--- config.mk ---
export PLATFORM = sky130hd
export DESIGN_NAME = gbx_serial_regs
export DESIGN_NICKNAME = d
export VERILOG_FILES = /design/src/gbx_pkg.sv /design/src/gbx_serial_regs.sv
export SDC_FILE = /design/constraint.sdc
export NUM_CORES = 1
export LEC_CHECK = 0
export BUFFER_PORTS_ARGS = -buffer_cell sky130_fd_sc_hd__buf_2
export CELL_PAD_IN_SITES_DETAIL_PLACEMENT = 1
export CELL_PAD_IN_SITES_GLOBAL_PLACEMENT = 1
export CORE_MARGIN = 2
export CORE_UTILIZATION = 37
export DETAILED_ROUTE_END_ITERATION = 16
export GPL_TIMING_DRIVEN = 0
export HOLD_SLACK_MARGIN = 0.06
export PLACE_DENSITY = 0.8
export SYNTH_ARGS = -nofsm -noshare
export SYNTH_HDL_FRONTEND = slang
export SYNTH_SLANG_ARGS = --single-unit
--- constraint.sdc ---
create_clock -name clk -period 2.9 [get_ports clk]
set_clock_uncertainty 0.2 [all_clocks]
set_input_delay 0.145 -clock clk [delete_from_list [all_inputs] [get_ports clk]]
set_output_delay 0.145 -clock clk [all_outputs]
set_load 0.05 [all_outputs]
--- src/gbx_pkg.sv ---
package gbx_pkg;

    // Register indexes; byte address is four times the index
    localparam logic [15:0] IDX_EXT_CAP = 16'h200f;
    localparam logic [15:0] IDX_TMR_MODE = 16'ha000;
    localparam logic [15:0] IDX_IRQ_EN = 16'ha001;
    localparam logic [15:0] IDX_IRQ_STS = 16'ha002;
    localparam logic [31:0] ADDR_EXT_CAP = {14'h0000, IDX_EXT_CAP, 2'h0};
    localparam logic [31:0] ADDR_TMR_MODE = {14'h0000, IDX_TMR_MODE, 2'h0};
    localparam logic [31:0] ADDR_IRQ_EN = {14'h0000, IDX_IRQ_EN, 2'h0};
    localparam logic [31:0] ADDR_IRQ_STS = {14'h0000, IDX_IRQ_STS, 2'h0};

    localparam logic [15:0] EXT_CAP_VALUE = 16'h8000;

    localparam int TMR_SEL_LO = 14;
    localparam int TMR_BYPASS_BIT = 13;
    localparam int TMR_RSVD_BIT = 1;
    localparam int TMR_NOISE_BIT = 0;
    localparam int IRQ_LO_BIT = 7;
    localparam int IRQ_N = 8;

    localparam logic [1:0] TMR_SEL_RST = 2'h0;
    localparam logic BYPASS_RST = 1'h1;
    localparam logic NOISE_RST = 1'h0;
    localparam logic RSVD1_RST = 1'h0;
    localparam logic [15:0] IRQ_EN_RST = 16'h0000;
    localparam logic [IRQ_N-1:0] IRQ_STS_RST = 8'h00;

    localparam real CLK_MHZ = 125.0;
    localparam real LT_SEL0_MS = 1.6;
    localparam real LT_SEL1_US = 0.5;
    localparam real LT_SEL2_US = 1.0;
    localparam real LT_SEL3_US = 2.0;
    localparam logic [17:0] LT_1P6MS_CYC = 18'(int'($ceil(LT_SEL0_MS * 1000.0 * CLK_MHZ)));
    localparam logic [17:0] LT_0P5US_CYC = 18'(int'($ceil(LT_SEL1_US * CLK_MHZ)));
    localparam logic [17:0] LT_1US_CYC = 18'(int'($ceil(LT_SEL2_US * CLK_MHZ)));
    localparam logic [17:0] LT_2US_CYC = 18'(int'($ceil(LT_SEL3_US * CLK_MHZ)));

    typedef enum logic [1:0] {
        LT_SEL_1P6MS = 2'b00,
        LT_SEL_0P5US = 2'b01,
        LT_SEL_1US = 2'b10,
        LT_SEL_2US = 2'b11
    } gbx_lt_sel_e;

    typedef struct packed {
        logic [1:0] speed;
        logic duplex;
        logic page_rx;
        logic an_done;
        logic link_up;
        logic sym_err;
        logic false_carrier;
    } gbx_pcs_s;

    typedef struct packed {
        gbx_lt_sel_e timer_sel;
        logic bypass_allow;
        logic noise_filter;
    } gbx_ctrl_s;

endpackage

--- src/gbx_serial_regs.sv ---
// Register access over APB was left to the implementer.
`timescale 1ns/1ns
module gbx_serial_regs
    import gbx_pkg::*;
#(
    parameter logic [17:0] LT_LONG_CYC = LT_1P6MS_CYC
) (
    input wire logic clk,
    input wire logic rstn,
    input wire logic sw_rst,
    input wire gbx_pcs_s pcs,
    input wire logic psel,
    input wire logic penable,
    input wire logic pwrite,
    input wire logic [31:0] paddr,
    input wire logic [31:0] pwdata,
    output logic [31:0] prdata,
    output logic pready,
    output logic pslverr,
    output gbx_ctrl_s ctrl,
    output logic [17:0] link_timer_cyc,
    output logic irq
);

    logic setup;
    logic access;
    logic wr_tmr;
    logic wr_en;
    logic rd_sts;

    gbx_lt_sel_e tsel_q, tsel_d;
    logic byp_cfg_q, byp_cfg_d;
    logic byp_act_q, byp_act_d;
    logic rsv1_q, rsv1_d;
    logic noise_q, noise_d;
    logic [15:0] ien_q, ien_d;

    logic [31:0] rdat_q, rdat_d;
    logic err_q, err_d;
    logic hit_sts_q, hit_sts_d;

    logic [1:0] spd_prev_q, spd_prev_d;
    logic dup_prev_q, dup_prev_d;
    logic link_prev_q, link_prev_d;

    logic [IRQ_N-1:0] evt;
    logic [IRQ_N-1:0] rd_clr;
    logic [IRQ_N-1:0] sts_q, sts_d;

    logic [17:0] lt_q, lt_d;
    logic irq_q, irq_d;

    // Slave answers with no wait states
    assign pready = 1'b1;
    assign setup = psel & ~penable;
    assign access = psel & penable;
    assign pslverr = access & err_q;
    assign prdata = rdat_q;

    assign wr_tmr = access & pwrite & (paddr == ADDR_TMR_MODE);
    assign wr_en = access & pwrite & (paddr == ADDR_IRQ_EN);
    assign rd_sts = access & ~pwrite & hit_sts_q;

    // Read data captured in setup so the access edge only clears what was shown
    always_comb begin
        rdat_d = rdat_q;
        err_d = err_q;
        hit_sts_d = hit_sts_q;
        if (setup) begin
            rdat_d = 32'h0000_0000;
            err_d = 1'b0;
            hit_sts_d = 1'b0;
            if (paddr == ADDR_EXT_CAP) begin
                rdat_d[15:0] = EXT_CAP_VALUE;
            end else if (paddr == ADDR_TMR_MODE) begin
                rdat_d[TMR_SEL_LO +: 2] = tsel_q;
                rdat_d[TMR_BYPASS_BIT] = byp_cfg_q;
                rdat_d[TMR_RSVD_BIT] = rsv1_q;
                rdat_d[TMR_NOISE_BIT] = noise_q;
            end else if (paddr == ADDR_IRQ_EN) begin
                rdat_d[15:0] = ien_q;
            end else if (paddr == ADDR_IRQ_STS) begin
                rdat_d[IRQ_LO_BIT +: IRQ_N] = sts_q;
                hit_sts_d = 1'b1;
            end else begin
                err_d = 1'b1;
            end
        end
    end

    always_ff @(posedge clk or negedge rstn) begin
        if (!rstn) begin
            rdat_q <= 32'h0000_0000;
            err_q <= 1'b0;
            hit_sts_q <= 1'b0;
        end else begin
            rdat_q <= rdat_d;
            err_q <= err_d;
            hit_sts_q <= hit_sts_d;
        end
    end

    // Control bits survive software reset, except the live bypass, which loads the configured bit; only hardware reset restores them
    always_comb begin
        tsel_d = tsel_q;
        byp_cfg_d = byp_cfg_q;
        byp_act_d = byp_act_q;
        rsv1_d = rsv1_q;
        noise_d = noise_q;
        ien_d = ien_q;
        if (wr_tmr) begin
            tsel_d = gbx_lt_sel_e'(pwdata[TMR_SEL_LO +: 2]);
            byp_cfg_d = pwdata[TMR_BYPASS_BIT];
            rsv1_d = pwdata[TMR_RSVD_BIT];
            noise_d = pwdata[TMR_NOISE_BIT];
        end
        if (wr_en) begin
            // Reserved enables stored as written; software keeps them zero
            ien_d = pwdata[15:0];
        end
        // Disruptive change, so the live bypass follows only at software reset
        if (sw_rst) begin
            byp_act_d = byp_cfg_q;
        end
    end

    always_ff @(posedge clk or negedge rstn) begin
        if (!rstn) begin
            tsel_q <= LT_SEL_1P6MS;
            byp_cfg_q <= BYPASS_RST;
            byp_act_q <= BYPASS_RST;
            rsv1_q <= RSVD1_RST;
            noise_q <= NOISE_RST;
            ien_q <= IRQ_EN_RST;
        end else begin
            tsel_q <= tsel_d;
            byp_cfg_q <= byp_cfg_d;
            byp_act_q <= byp_act_d;
            rsv1_q <= rsv1_d;
            noise_q <= noise_d;
            ien_q <= ien_d;
        end
    end

    assign ctrl.timer_sel = tsel_q;
    assign ctrl.bypass_allow = byp_act_q;
    assign ctrl.noise_filter = noise_q;

    // Link timer length in clock cycles
    always_comb begin
        case (tsel_q)
            LT_SEL_1P6MS: lt_d = LT_LONG_CYC;
            LT_SEL_0P5US: lt_d = LT_0P5US_CYC;
            LT_SEL_1US: lt_d = LT_1US_CYC;
            LT_SEL_2US: lt_d = LT_2US_CYC;
            default: lt_d = LT_LONG_CYC;
        endcase
    end

    always_ff @(posedge clk or negedge rstn) begin
        if (!rstn) begin
            lt_q <= LT_LONG_CYC;
        end else begin
            lt_q <= lt_d;
        end
    end

    assign link_timer_cyc = lt_q;

    // Previous values for change and edge detection
    always_comb begin
        spd_prev_d = pcs.speed;
        dup_prev_d = pcs.duplex;
        link_prev_d = pcs.link_up;
    end

    always_ff @(posedge clk or negedge rstn) begin
        if (!rstn) begin
            spd_prev_q <= 2'h0;
            dup_prev_q <= 1'b0;
            link_prev_q <= 1'b0;
        end else begin
            spd_prev_q <= spd_prev_d;
            dup_prev_q <= dup_prev_d;
            link_prev_q <= link_prev_d;
        end
    end

    // Event vector, entry i lands on status bit i+7
    always_comb begin
        evt[0] = pcs.false_carrier;
        evt[1] = pcs.sym_err;
        evt[2] = pcs.link_up & ~link_prev_q;
        evt[3] = ~pcs.link_up & link_prev_q;
        evt[4] = pcs.an_done;
        evt[5] = pcs.page_rx;
        evt[6] = pcs.duplex ^ dup_prev_q;
        evt[7] = pcs.speed != spd_prev_q;
    end

    // Clear only bits the reader actually saw
    assign rd_clr = {IRQ_N{rd_sts}} & rdat_q[IRQ_LO_BIT +: IRQ_N];

    // An event in the clearing cycle wins over read or software reset
    for (genvar i = 0; i < IRQ_N; i++) begin : g_sts
        always_comb begin
            sts_d[i] = evt[i] | (sts_q[i] & ~rd_clr[i] & ~sw_rst);
        end
    end

    always_ff @(posedge clk or negedge rstn) begin
        if (!rstn) begin
            sts_q <= IRQ_STS_RST;
        end else begin
            sts_q <= sts_d;
        end
    end

    always_comb begin
        irq_d = |(sts_q & ien_q[IRQ_LO_BIT +: IRQ_N]);
    end

    always_ff @(posedge clk or negedge rstn) begin
        if (!rstn) begin
            irq_q <= 1'b0;
        end else begin
            irq_q <= irq_d;
        end
    end

    assign irq = irq_q;

endmodule

== Word-level counts from Yosys, hierarchy flattened ==
Index checks and enable logic that the tools add are counted.

* Register bits after elaboration: 71
* Input bits: 78
* Output and inout port bits: 57
* Word-level logic and storage cells: 92

* Muxes and demuxes: 17
* Equal/unequal tests: 8
* Bitwise operators: 50
* Reductions and logical operators: 2

{| class="wikitable"
|+ Operators with widths
! operator !! number
|-
| $eq 32x18->1 const B || 3
|-
| $pmux 18 s4 || 1
|-
| $eq 32x16->1 const B || 1
|-
| $and 1x1->1 || 26
|-
| $and 8x8->8 || 2
|-
| $mux 16 || 1
|-
| $mux 8 || 2
|-
| $not 1->1 || 13
|-
| $mux 11 || 1
|-
| $mux 1 || 9
|-
| $or 1x1->1 || 8
|-
| $reduce_or 8->1 || 1
|-
| $mux 7 || 1
|-
| $eq 2x2->1 const B || 2
|-
| $mux 3 || 1
|-
| $eq 2x1->1 const B || 1
|-
| $logic_not 2->1 || 1
|-
| $mux 2 || 1
|-
| $ne 2x2->1 || 1
|-
| $xor 1x1->1 || 1
|}

== Logic depth before layout (Yosys ltp) ==
Gate-level depths: netlist of the first run.

* Depth in word-level cells: 8
* Mapped depth: 7
* Mapped depth without buffers: 4

== Worst setup path after synthesis of the first run ==
Ideal clock, no wire load.

* Kind: input -> register
* Start: input port paddr[24]
* End: register ien_q[10]
* Required time: 2575 ps
* Library setup time: 125 ps
* Buffers on the path: 2
* Path slack: 767 ps
* Data arrival time: 1808 ps
* Stages: 6
* Cell sequence: or4_4 -> nor4_4 -> and4_1 -> buf_6 -> buf_12 -> mux2_4

* Word-level cells in the longest chain between the ends: 2

{| class="wikitable"
|+ RTL lines
! what !! line !! text
|-
| start, declared || gbx_serial_regs.sv:15 || <nowiki>input wire logic [31:0] paddr,</nowiki>
|-
| $eq 32x18->1 || gbx_serial_regs.sv:61 || <nowiki>assign wr_en = access & pwrite & (paddr == ADDR_IRQ_EN);</nowiki>
|-
| $and 1x1->1 || gbx_serial_regs.sv:61 ||
|-
| end signal, assigned || gbx_serial_regs.sv:141 || <nowiki>ien_q <= ien_d;</nowiki>
|-
| end, declared || gbx_serial_regs.sv:36 || <nowiki>logic [15:0] ien_q, ien_d;</nowiki>
|}

No other way between the ends.
A chain may end at the register's enable or synchronous reset.

== Worst setup path in the final report of the first run ==
* Start: input port paddr[29]
* End: register ien_q[7]

Same word-level chain as after synthesis.

==> flow_summary_export.csv, run 1 <==
group,metric,value,unit
finish,stdcell_count,512,
synth,synth_top_cell_by_area,"dfrtp_1",
timing,final_max_slew_viol_count,0,
drt,via_per_inst,4.64,
timing,relSlewSlack,51.1,%
setup_path,crit_path_end_kind,"flop",
setup_path,critical_path.top_delay_family,"simple AND/OR/NAND/NOR gates",
clock_network,cts_buffers,9,
synth,synthArstFlopShare,100,%
finish,fin_nets,486,
placed_design,placed_cells,464,
synth,ys_types,42,
drt,drt_pass1_iterations,4,
grt,grt_overflow,0,
clock_network,clockBufferDepth,2,
clock_network,cts_tree,"built",
setup_path,crit_type,"in2reg",
drt,wl_per_cell,14.6,microns
synth,ys_seq_elements,59,
synth,yosysSeqAreaShare,51.8,%
clock_network,h-tree-depth,3,
synth,avgSynthCellArea,11.5,sq um
grt,grt_pass1_wl,12600,microns
die,fp.coreArea,7610,sq um
finish,layout_commonest_cell,"buf_2",
synth,syn_inst,248,
finish,syn_to_final_growth,41.6,%
finish,final_cell_mix,"93 x buf_2, 55 x dfrtp_1, 32 x buf_4, 32 x dlygate4sd3_1, 23 x nand2_1",
placed_design,portBuffers,94,
synth,ys_top_cells_by_area,"dfrtp_1 48%, buf_4 8.1%, mux2_4 5.2%",
die,start_util,37.6,%
finish,fillers,893,
drt,vias,2376,
clock_network,cts_resized,0,
die,fp-row-count,32,
status,outcome,"finished clean",
synth,ys_warn_count,0,
setup_path,start_kind,"input pin",
timing,period_share,89.5,%
timing,finalSetupViolCount,0,
clock_network,insertion_delay,340,ps
drt,drtAntennaViolNets,0,
power_and_ir_drop,p_leak,2.11,nW
die,die_w,91.9,microns
power_and_ir_drop,powerDensity,447,nW/um^2
synth,synth_edf_count,0,
clock_network,clock-root-buffer,"clkbuf_8",
die,dieArea,8450,sq um
placed_design,gp_congestion,0.755,
drt,drc_errors,0,
timing,fin_crit,2600,ps
setup_path,crit_chain,"dlygate4sd3_1 -> buf_2 -> or4_4 -> nor4_4 -> and4_1 -> buf_6 -> buf_12 -> mux2_4",
grt,antenna_found_initial,0,
placed_design,hpwl,5210,microns
grt,grt_max_degree,60,
synth,synthesis.area,2860,sq um
finish,num_antenna_cells,0,
timing,max_freq,385,MHz
clock_network,cts_sinks,59,
finish,final_layout_size_suffix_gt1_share,43.2,%
drt,initialDrtViolationCount,74,
timing,tightest_slew,733,ps
die,io_pins,135,
setup_path,slowest_delay,540,ps
power_and_ir_drop,vdd_drop_max,0.252,mV
setup_path,critical_path_required,2920,ps
flow_run,maxCapViolCount,0,
synth,ys.flop_type,"dfrtp_1",
grt,grt_pass1_vias,2620,
setup_path,path_buf_inv,4,
setup_path,slowest_stage,"dlygate4sd3_1",
timing,hold_viol_final,0,
min_path,hp-class,"in2reg",
die,die_h,91.9,microns
setup_path,crit_arrival,2620,ps
timing,setup_tns,0,ps
synth,netlist.area_leader.share,48.1,%
setup_path,crit_path_max_fanout,10,
clock_network,cts.clk_slew.worst_paths,70,ps
timing,rsz0062_at_grt,"no",
grt,grt_usage,19.2,%
drt,wl,7480,microns
worst register-to-register path, stage by stage, from the launching register on:
cell	delay (ps)
dfrtp_1	420
mux2i_1	100
nor4_1	190
o211ai_1	100
dlygate4sd3_1	580
o21ai_0	150
final timing paths:
| check | from | to | slack (ps) | cells past startpoint |
|---|---|---|---|---|
| setup / recovery | paddr[29] | ien_q[7] | 300 | 8 |
| hold / removal | paddr[24] | prdata[14] | 100 | 5 |
| setup reg to reg | tsel_q[1] | prdata[15] | 1070 | 5 |
| hold reg to reg | prdata[0] | prdata[0] | 280 | 2 |
| max in group asynchronous | rstn | ien_q[2] | 1800 | 2 |
| min in group asynchronous | rstn | link_timer_cyc[1] | 220 | 2 |
per-stage QoR:
step / power (mW) / hold slack, ps / utilization, % / instance area [sq um] / setup WS [ps]
after detailed placement: 1.06 / 73.7 / 46.4 / 3530 / 425
after global routing: 1.89 / 134 / 53.2 / 4050 / 154
after global placement: 1.05 / 72.8 / 46.4 / 3530 / 469
final: 1.81 / 100 / 53.2 / 4050 / 305
after floorplan: 0.983 / -351 / - / 2940 / 767
after CTS: 1.83 / 94.9 / 53.2 / 4050 / 284
routing by layer:
layer	routed length [microns]	global-route usage (%)	share of wire, %	up-vias
li1	-	-	-	1126
met1	3110	22.7	42	1168
met2	3910	34.9	52	70
met3	348	3.53	4.7	12
met4	116	6.34	1.6	0
met5	0	0	0	-
sequential cells by signal, indices dropped and copies added, names as in the netlist:
| name | count |
|---|---|
| link_prev_q | 1 |
| spd_prev_q | 2 |
| noise_q | 1 |
| byp_act_q | 1 |
| irq | 1 |
| prdata | 16 |
| err_q | 1 |
| rsv1_q | 1 |
| hit_sts_q | 1 |
| byp_cfg_q | 1 |
| sts_q | 8 |
| link_timer_cyc | 6 |
| dup_prev_q | 1 |
| tsel_q | 2 |
| ien_q | 16 |
cell type report:
type / instances / area (sq um) / area share [%]
sequential: 59 / 1480 / 36.6
multi-input combinational: 151 / 1100 / 27.1
timing repair buffer: 126 / 793 / 19.6
buffer: 40 / 290 / 7.17
clock buffer: 11 / 141 / 3.49
tap: 102 / 128 / 3.15
inverter: 18 / 67.6 / 1.67
clock inverter: 5 / 52.6 / 1.30
repair_timing:
action / 4_1_cts / 5_1_grt
setup endpoints to repair: 0 / 0
buffers inserted: 0 / 0
endpoints found under the hold margin: 92 / 0
hold buffers: 32 / 0
where the power goes:
group / total, mW / switching, mW / internal, mW
clock network: 0.738 / 0.322 / 0.416
registers: 0.847 / 0.0102 / 0.837
logic: 0.226 / 0.132 / 0.0942
total: 1.81 / 0.464 / 1.35
synthesized netlist by cell type (all sizes together), types with 2 or more instances:
cell,count
a21oi,2
a22oi,4
a31o,5
a32o,6
and3,2
and4,2
buf,33
clkbuf,7
conb,2
dfrtp,55
dfstp,4
ha,3
inv,18
mux2,22
mux2i,5
nand2,23
nand3,4
nand4,4
nor2,9
nor2b,4
nor4,5
o21ai,5
o221ai,6
o31ai,2
or4,2
xor2,3
cell families (layout without fill, tap and decap cells):
| logic type | count (synthesis) | in the layout | share of synthesized area [%] |
|---|---|---|---|
| muxes | 27 | 27 | 11.7 |
| other | 2 | 22 | 0.263 |
| xor gates and xnor gates | 3 | 3 | 0.919 |
| AOI/OAI and AO/OA | 34 | 34 | 9.49 |
| DFF | 59 | 59 | 51.8 |
| buffers and inverters | 58 | 200 | 12.5 |
| adders and majority gates | 3 | 3 | 1.31 |
| and+or+nand+nor | 62 | 62 | 12.0 |
No activity file was read; power rests on OpenSTA's default activity.
==> run 2: changes to the inputs <==
--- a/config.mk
+++ b/config.mk
@@ -5,6 +5,7 @@
 export SDC_FILE = /design/constraint.sdc
 export NUM_CORES = 1
 export LEC_CHECK = 0
+export ABC_AREA = 1
 export BUFFER_PORTS_ARGS = -buffer_cell sky130_fd_sc_hd__buf_2
 export CELL_PAD_IN_SITES_DETAIL_PLACEMENT = 1
 export CELL_PAD_IN_SITES_GLOBAL_PLACEMENT = 1
@@ -13,7 +14,7 @@
 export DETAILED_ROUTE_END_ITERATION = 16
 export GPL_TIMING_DRIVEN = 0
 export HOLD_SLACK_MARGIN = 0.06
-export PLACE_DENSITY = 0.8
+export PLACE_DENSITY = 0.82
 export SYNTH_ARGS = -nofsm -noshare
 export SYNTH_HDL_FRONTEND = slang
 export SYNTH_SLANG_ARGS = --single-unit
==> flow_summary_export.csv, run 2 <==
group,metric,value,unit
synth,ys_top_cells_by_count,"104 x nand2_1, 55 x dfrtp_1, 42 x inv_1, 40 x nor2_1, 32 x buf_4",
min_path,hold-path-endpoint,"sts_q[5]",
synth,yosysSeqAreaShare,45.9,%
grt,grt_overflow,0,
placed_design,portBuffers,95,
clock_network,insertion_delay,340,ps
power_and_ir_drop,combinationalPowerShare,14.3,%
drt,vias,3031,
drt,drc_errors,0,
clock_network,cts_tree,"built",
power_and_ir_drop,internal-power,1.36,mW
timing,tightest_slew,735,ps
grt,grt_pass1_vias,3238,
setup_path,r2r_start,"ien_q[11]",
clock_network,cts_sinks,59,
power_and_ir_drop,p_leak,2.41,nW
clock_network,cts.clk_slew.worst_paths,70,ps
power_and_ir_drop,p_clk_share,40.3,%
min_path,hp-start,"sw_rst",
power_and_ir_drop,switchingPower,516,uW
setup_path,r2r_end,"irq",
timing,final_max_slew_viol_count,0,
setup_path,slowest_stage,"dfstp_2",
synth,syn_inst,402,
synth,synth_top_cell_by_area,"dfrtp_1",
drt,via_per_inst,4.55,
status,outcome,"finished clean",
timing,period_share,55.3,%
setup_path,crit_path_end_kind,"output pin",
die,fp-row-count,34,
die,fp.coreArea,8590,sq um
timing,layout_setup_ws,1300,ps
clock_network,clock-root-buffer,"clkbuf_8",
timing,hold_viol_final,0,
synth,ys.flop_type,"dfrtp_1",
synth,synthesis.area,3230,sq um
die,die_h,97.4,microns
synth,avgSynthCellArea,8.04,sq um
min_path,hp-class,"in2reg",
timing,max_freq,623,MHz
timing,fin_crit,1600,ps
min_path,hold_depth,2,
synth,yosysMostFrequentCell,"nand2_1",
power_and_ir_drop,p_seq_share,45.4,%
finish,syn_to_final_growth,35.3,%
setup_path,crit_path_max_fanout,5,
placed_design,place_area,3920,sq um
synth,synthArstFlopShare,100,%
placed_design,hpwl,6710,microns
clock_network,cts_setup_buffers,0,
die,dieArea,9490,sq um
placed_design,pre_cts_ws,1190,ps
drt,wl_per_cell,13.2,microns
setup_path,start_kind,"flop",
synth,synth_edf_count,0,
die,io_pins,135,
drt,wl,8770,microns
grt,antenna_found_initial,0,
die,start_util,37.6,%
grt,grt_max_degree,60,
timing,hold_ws,83.2,ps
drt,drt_pass1_iterations,4,
clock_network,clockBufferDepth,2,
die,die_w,97.4,microns
placed_design,gp_congestion,0.807,
setup_path,r2r_setup_slack,1570,ps
power_and_ir_drop,switching_share,27.5,%
finish,stdcell_count,666,
timing,rsz0062_at_grt,"no",
power_and_ir_drop,power.total,1.87,mW
grt,grt_pass1_wl,15100,microns
finish,layout_commonest_cell,"nand2_1",
power_and_ir_drop,vdd_drop_max,0.282,mV
setup_path,reg2reg_depth,4,
finish,fin_nets,634,
placed_design,placed_cells,625,
finish,final_util,50.9,%
setup_path,critical_path_required,2560,ps
setup_path,crit_arrival,1260,ps
setup_path,crit_type,"reg2out",
finish,final_cell_area,4370,sq um
timing,finalSetupViolCount,0,
synth,ys_types,32,
synth,ys_warn_count,0,
finish,final_cell_mix,"104 x nand2_1, 95 x buf_2, 55 x dfrtp_1, 42 x inv_1, 40 x nor2_1",
drt,drtAntennaViolNets,0,
setup_path,crit_chain,"buf_4 -> buf_2",
synth,netlist.area_leader.share,42.6,%
drt,initialDrtViolationCount,93,
clock_network,h-tree-depth,3,
finish,final_layout_size_suffix_gt1_share,32.6,%
timing,relSlewSlack,51.0,%
synth,ys_seq_elements,59,
timing,setup_tns,0,ps
grt,grt_usage,19.6,%
finish,num_antenna_cells,0,
flow_run,maxCapViolCount,0,
synth,ys_top_cells_by_area,"dfrtp_1 43%, nand2_1 12%, buf_4 7.4%",
setup_path,slowest_delay,570,ps
power_and_ir_drop,powerDensity,429,nW/um^2
clock_network,cts_buffers,9,
[run 2: cell types whose count changed in the layout (fill, tap and decap cells not counted), moves of 11 or more]
cell     change
nand2_1     +81
nor2_1      +31
nand3_1     +27
o21ai_0     +26
inv_1       +24
mux2_2      -11
[run 2: power by group through the flow]
| stage | clock, mW | sequential (mW) | combinational, mW |
|---|---|---|---|
| detailed placement | 0 | 0.865 | 0.242 |
| floorplan | 0 | 0.873 | 0.144 |
| finish | 0.756 | 0.850 | 0.268 |
| global placement | 0 | 0.864 | 0.235 |
| CTS | 0.775 | 0.850 | 0.269 |
| global route | 0.812 | 0.851 | 0.295 |
[run 2: kinds of logic (layout without fill, tap and decap cells)]
group / Yosys count / after routing / share of synthesized area [%]
muxes: 1 / 1 / 0.349
xor gates and xnor gates: 3 / 3 / 0.813
AOI/OAI and AO/OA: 50 / 50 / 8.79
DFF: 59 / 59 / 45.9
and+or+nand+nor: 200 / 200 / 28.3
buffers and inverters: 84 / 220 / 14.5
other: 2 / 22 / 0.232
adders and majority gates: 3 / 3 / 1.16
[run 2: what timing repair did]
action,in CTS,in global routing
setup endpoints to repair,0,0
hold buffers,25,0
hold endpoints to repair,88,0
gates resized for setup,0,0
[run 2: worst max path at each step]
stage / startpoint / to / slack (ps) / cells after the start
after floorplan: tsel_q[1] / link_timer_cyc[1] / 1480 / 4
after global placement: paddr[11] / ien_q[12] / 1260 / 10
after detailed placement: paddr[3] / ien_q[7] / 1190 / 10
after CTS: rstn / prdata[13] / 1180 / 2
after global routing: link_timer_cyc[16] / link_timer_cyc[17] / 1240 / 2
final: link_timer_cyc[16] / link_timer_cyc[11] / 1300 / 2
[run 2: critical path: cells and delay by family, from the launching register on]
kind                   cells  cell delay, ps
buffers and inverters      2             360
flip-flops                 1             570
[run 2: per-layer routing]
metal / share of wire, % / wire (microns) / vias to the layer above / GRT usage, %
li1: - / - / 1503 / -
met1: 44 / 3850 / 1441 / 24.8
met2: 50 / 4410 / 75 / 33.8
met3: 4.4 / 390 / 12 / 4.39
met4: 1.3 / 116 / 0 / 5.02
met5: 0 / 0 / - / 0
[run 2: layout make-up]
| class | count | area [sq um] |
|---|---|---|
| Buffer | 40 | 303 |
| Clock buffer | 10 | 138 |
| Clock inverter | 6 | 65.1 |
| Fill cell | 1108 | 4220 |
| Inverter | 44 | 165 |
| Multi-Input combinational cell | 279 | 1360 |
| Sequential cell | 59 | 1480 |
| Tap cell | 108 | 135 |
| Timing Repair Buffer | 120 | 728 |
==> run 3: changes to the inputs <==
--- a/config.mk
+++ b/config.mk
@@ -10,11 +10,11 @@
 export CELL_PAD_IN_SITES_DETAIL_PLACEMENT = 1
 export CELL_PAD_IN_SITES_GLOBAL_PLACEMENT = 1
 export CORE_MARGIN = 2
-export CORE_UTILIZATION = 37
+export CORE_UTILIZATION = 31
 export DETAILED_ROUTE_END_ITERATION = 16
 export GPL_TIMING_DRIVEN = 0
 export HOLD_SLACK_MARGIN = 0.06
-export PLACE_DENSITY = 0.82
+export PLACE_DENSITY = 0.73
 export SYNTH_ARGS = -nofsm -noshare
 export SYNTH_HDL_FRONTEND = slang
 export SYNTH_SLANG_ARGS = --single-unit
==> constraint.sdc (replaced) <==
create_clock -name clk -period 1.3 [get_ports clk]
set_clock_uncertainty 0.2 [all_clocks]
set_input_delay 0.065 -clock clk [delete_from_list [all_inputs] [get_ports clk]]
set_output_delay 0.065 -clock clk [all_outputs]
set_load 0.05 [all_outputs]
==> flow_summary_export.csv, run 3 (same netlist as run 2, synthesis figures left out) <==
group,metric,value,unit
grt,antenna_found_initial,0,
finish,stdcell_count,706,
drt,route.layer.met1.wl,4180,microns
min_path,hp-start,"pwrite",
clock_network,cts_buffers,9,
grt,grt_pass1_wl,15200,microns
grt,grt_usage,17.0,%
setup_path,slowest_stage,"dfstp_2",
grt,grt_max_degree,60,
placed_design,place_area,3950,sq um
die,dieArea,11300,sq um
timing,period_share,110,%
power_and_ir_drop,switchingPower,1.11,mW
flow_run,maxCapViolCount,0,
finish,syn_to_final_growth,45.5,%
timing,hold_viol_final,0,
clock_network,clock-root-buffer,"clkbuf_8",
drt,via_per_inst,4.36,
finish,final_cell_area,4700,sq um
power_and_ir_drop,p_seq_share,46.8,%
finish,num_antenna_cells,0,
placed_design,hpwl,6830,microns
die,die_w,106,microns
timing,hold_ws,58.6,ps
finish,final_util,45.9,%
drt,drtAntennaViolNets,0,
setup_path,crit_chain,"buf_4 -> buf_8",
grt,grt_pass1_vias,3285,
drt,wl,9460,microns
placed_design,gp_congestion,0.783,
setup_path,reg2reg_depth,4,
timing,finalSetupViolCount,8,
clock_network,cts_tree,"built",
setup_path,critical_path_required,1030,ps
timing,layout_setup_ws,-135,ps
clock_network,cts.clk_slew.worst_paths,60,ps
setup_path,critical_path.top_delay_family,"flip-flops",
drt,drt_pass1_iterations,4,
status,outcome,"finished, violations left",
power_and_ir_drop,p_leak,2.51,nW
drt,vias,3078,
power_and_ir_drop,internal-power,2.95,mW
die,fp.coreArea,10200,sq um
min_path,hold-path-endpoint,"ien_q[7]",
drt,route.met2.wl,4790,microns
timing,max_freq,697,MHz
setup_path,crit_arrival,1170,ps
timing,relSlewSlack,50.8,%
setup_path,crit_type,"reg2out",
min_path,hp-class,"in2reg",
die,fp-row-count,37,
timing,rsz0062_at_grt,"yes",
setup_path,r2r_end,"irq",
setup_path,r2r_start,"ien_q[11]",
finish,layout_commonest_cell,"nand2_1",
power_and_ir_drop,p_clk_share,37.8,%
power_and_ir_drop,powerDensity,864,nW/um^2
drt,drc_errors,0,
placed_design,placed_cells,653,
clock_network,cts_sinks,59,
drt,wl_met3,292,microns
setup_path,r2r_setup_slack,80,ps
drt,wl_per_cell,13.4,microns
timing,final_max_slew_viol_count,0,
power_and_ir_drop,combinationalPowerShare,15.4,%
die,start_util,31.6,%
setup_path,crit_path_max_fanout,5,
timing,tightest_slew,739,ps
setup_path,start_kind,"flop",
placed_design,portBuffers,95,
clock_network,clockBufferDepth,2,
grt,grt_overflow,0,
finish,final_layout_size_suffix_gt1_share,35.8,%
finish,final_cell_mix,"100 x nand2_1, 80 x buf_2, 53 x dfrtp_1, 41 x inv_1, 40 x buf_4",
timing,fin_crit,1430,ps
clock_network,insertion_delay,340,ps
drt,top_layer,"met4",
drt,initialDrtViolationCount,76,
status,failed_checks,"negative setup slack",
die,die_h,106,microns
min_path,hold_depth,6,
power_and_ir_drop,vdd_drop_max,0.361,mV
die,io_pins,135,
setup_path,slowest_delay,570,ps
setup_path,path_buf_inv,2,
setup_path,crit_path_end_kind,"output pin",
clock_network,h-tree-depth,3,
finish,fin_nets,646,
power_and_ir_drop,switching_share,27.3,%
## run 3: final cells by class
cell class	instances	area (sq um)
sequential	59	1480
buffer	38	308
clock buffer	14	173
inverter	44	165
timing repair buffer	134	981
tap	136	170
clock inverter	2	10.0
fill	1287	5530
multi-input combinational	279	1410
## run 3: repair_timing
action	in CTS	in global routing
endpoints found under the hold margin	92	63
gates resized for setup	30	35
buffers inserted	2	7
gates cloned	0	1
hold buffers	27	2
pin swaps	3	8
endpoints found under the setup margin	15	48
## run 3: stage by stage
stage / setup TNS [ps] / total power, mW / setup slack [ps]
final: -692 / 4.06 / -135
after floorplan: 0 / 2.27 / 4.72
after global routing: -1370 / 4.26 / -181
after CTS: -728 / 4.08 / -150
after global placement: -17210 / 2.46 / -279
after detailed placement: -20860 / 2.47 / -339
## run 3: how the worst max path moves through the flow
stage                                  start                  to  slack [ps]  depth (start not counted)
final                     link_timer_cyc[16]  link_timer_cyc[11]        -130                          2
after global routing      link_timer_cyc[16]  link_timer_cyc[11]        -180                          2
after CTS                 link_timer_cyc[16]  link_timer_cyc[11]        -150                          2
after detailed placement            paddr[6]           ien_q[15]        -340                         10
after global placement              paddr[5]           ien_q[11]        -280                         10
after floorplan                     paddr[6]           ien_q[11]           5                          9
## run 3: power by group through the flow
stage               clock network (mW)  registers [mW]  logic, mW
CTS                               1.58            1.90      0.608
finish                            1.53            1.90      0.627
floorplan                            0            1.95      0.322
global route                      1.67            1.91      0.682
global placement                     0            1.93      0.530
detailed placement                   0            1.93      0.541
## run 3: routing by layer
metal	track usage, %	up-vias
met4	6.30	0
met1	21.0	1465
met5	0	-
li1	-	1529
met2	29.6	68
met3	2.94	16
## run 3: worst reg2reg max path, stage by stage, from the launching register on
cell	delay, ps
dfrtp_1	410
nand2_1	90
inv_1	50
a221oi_2	180
nand4_1	150
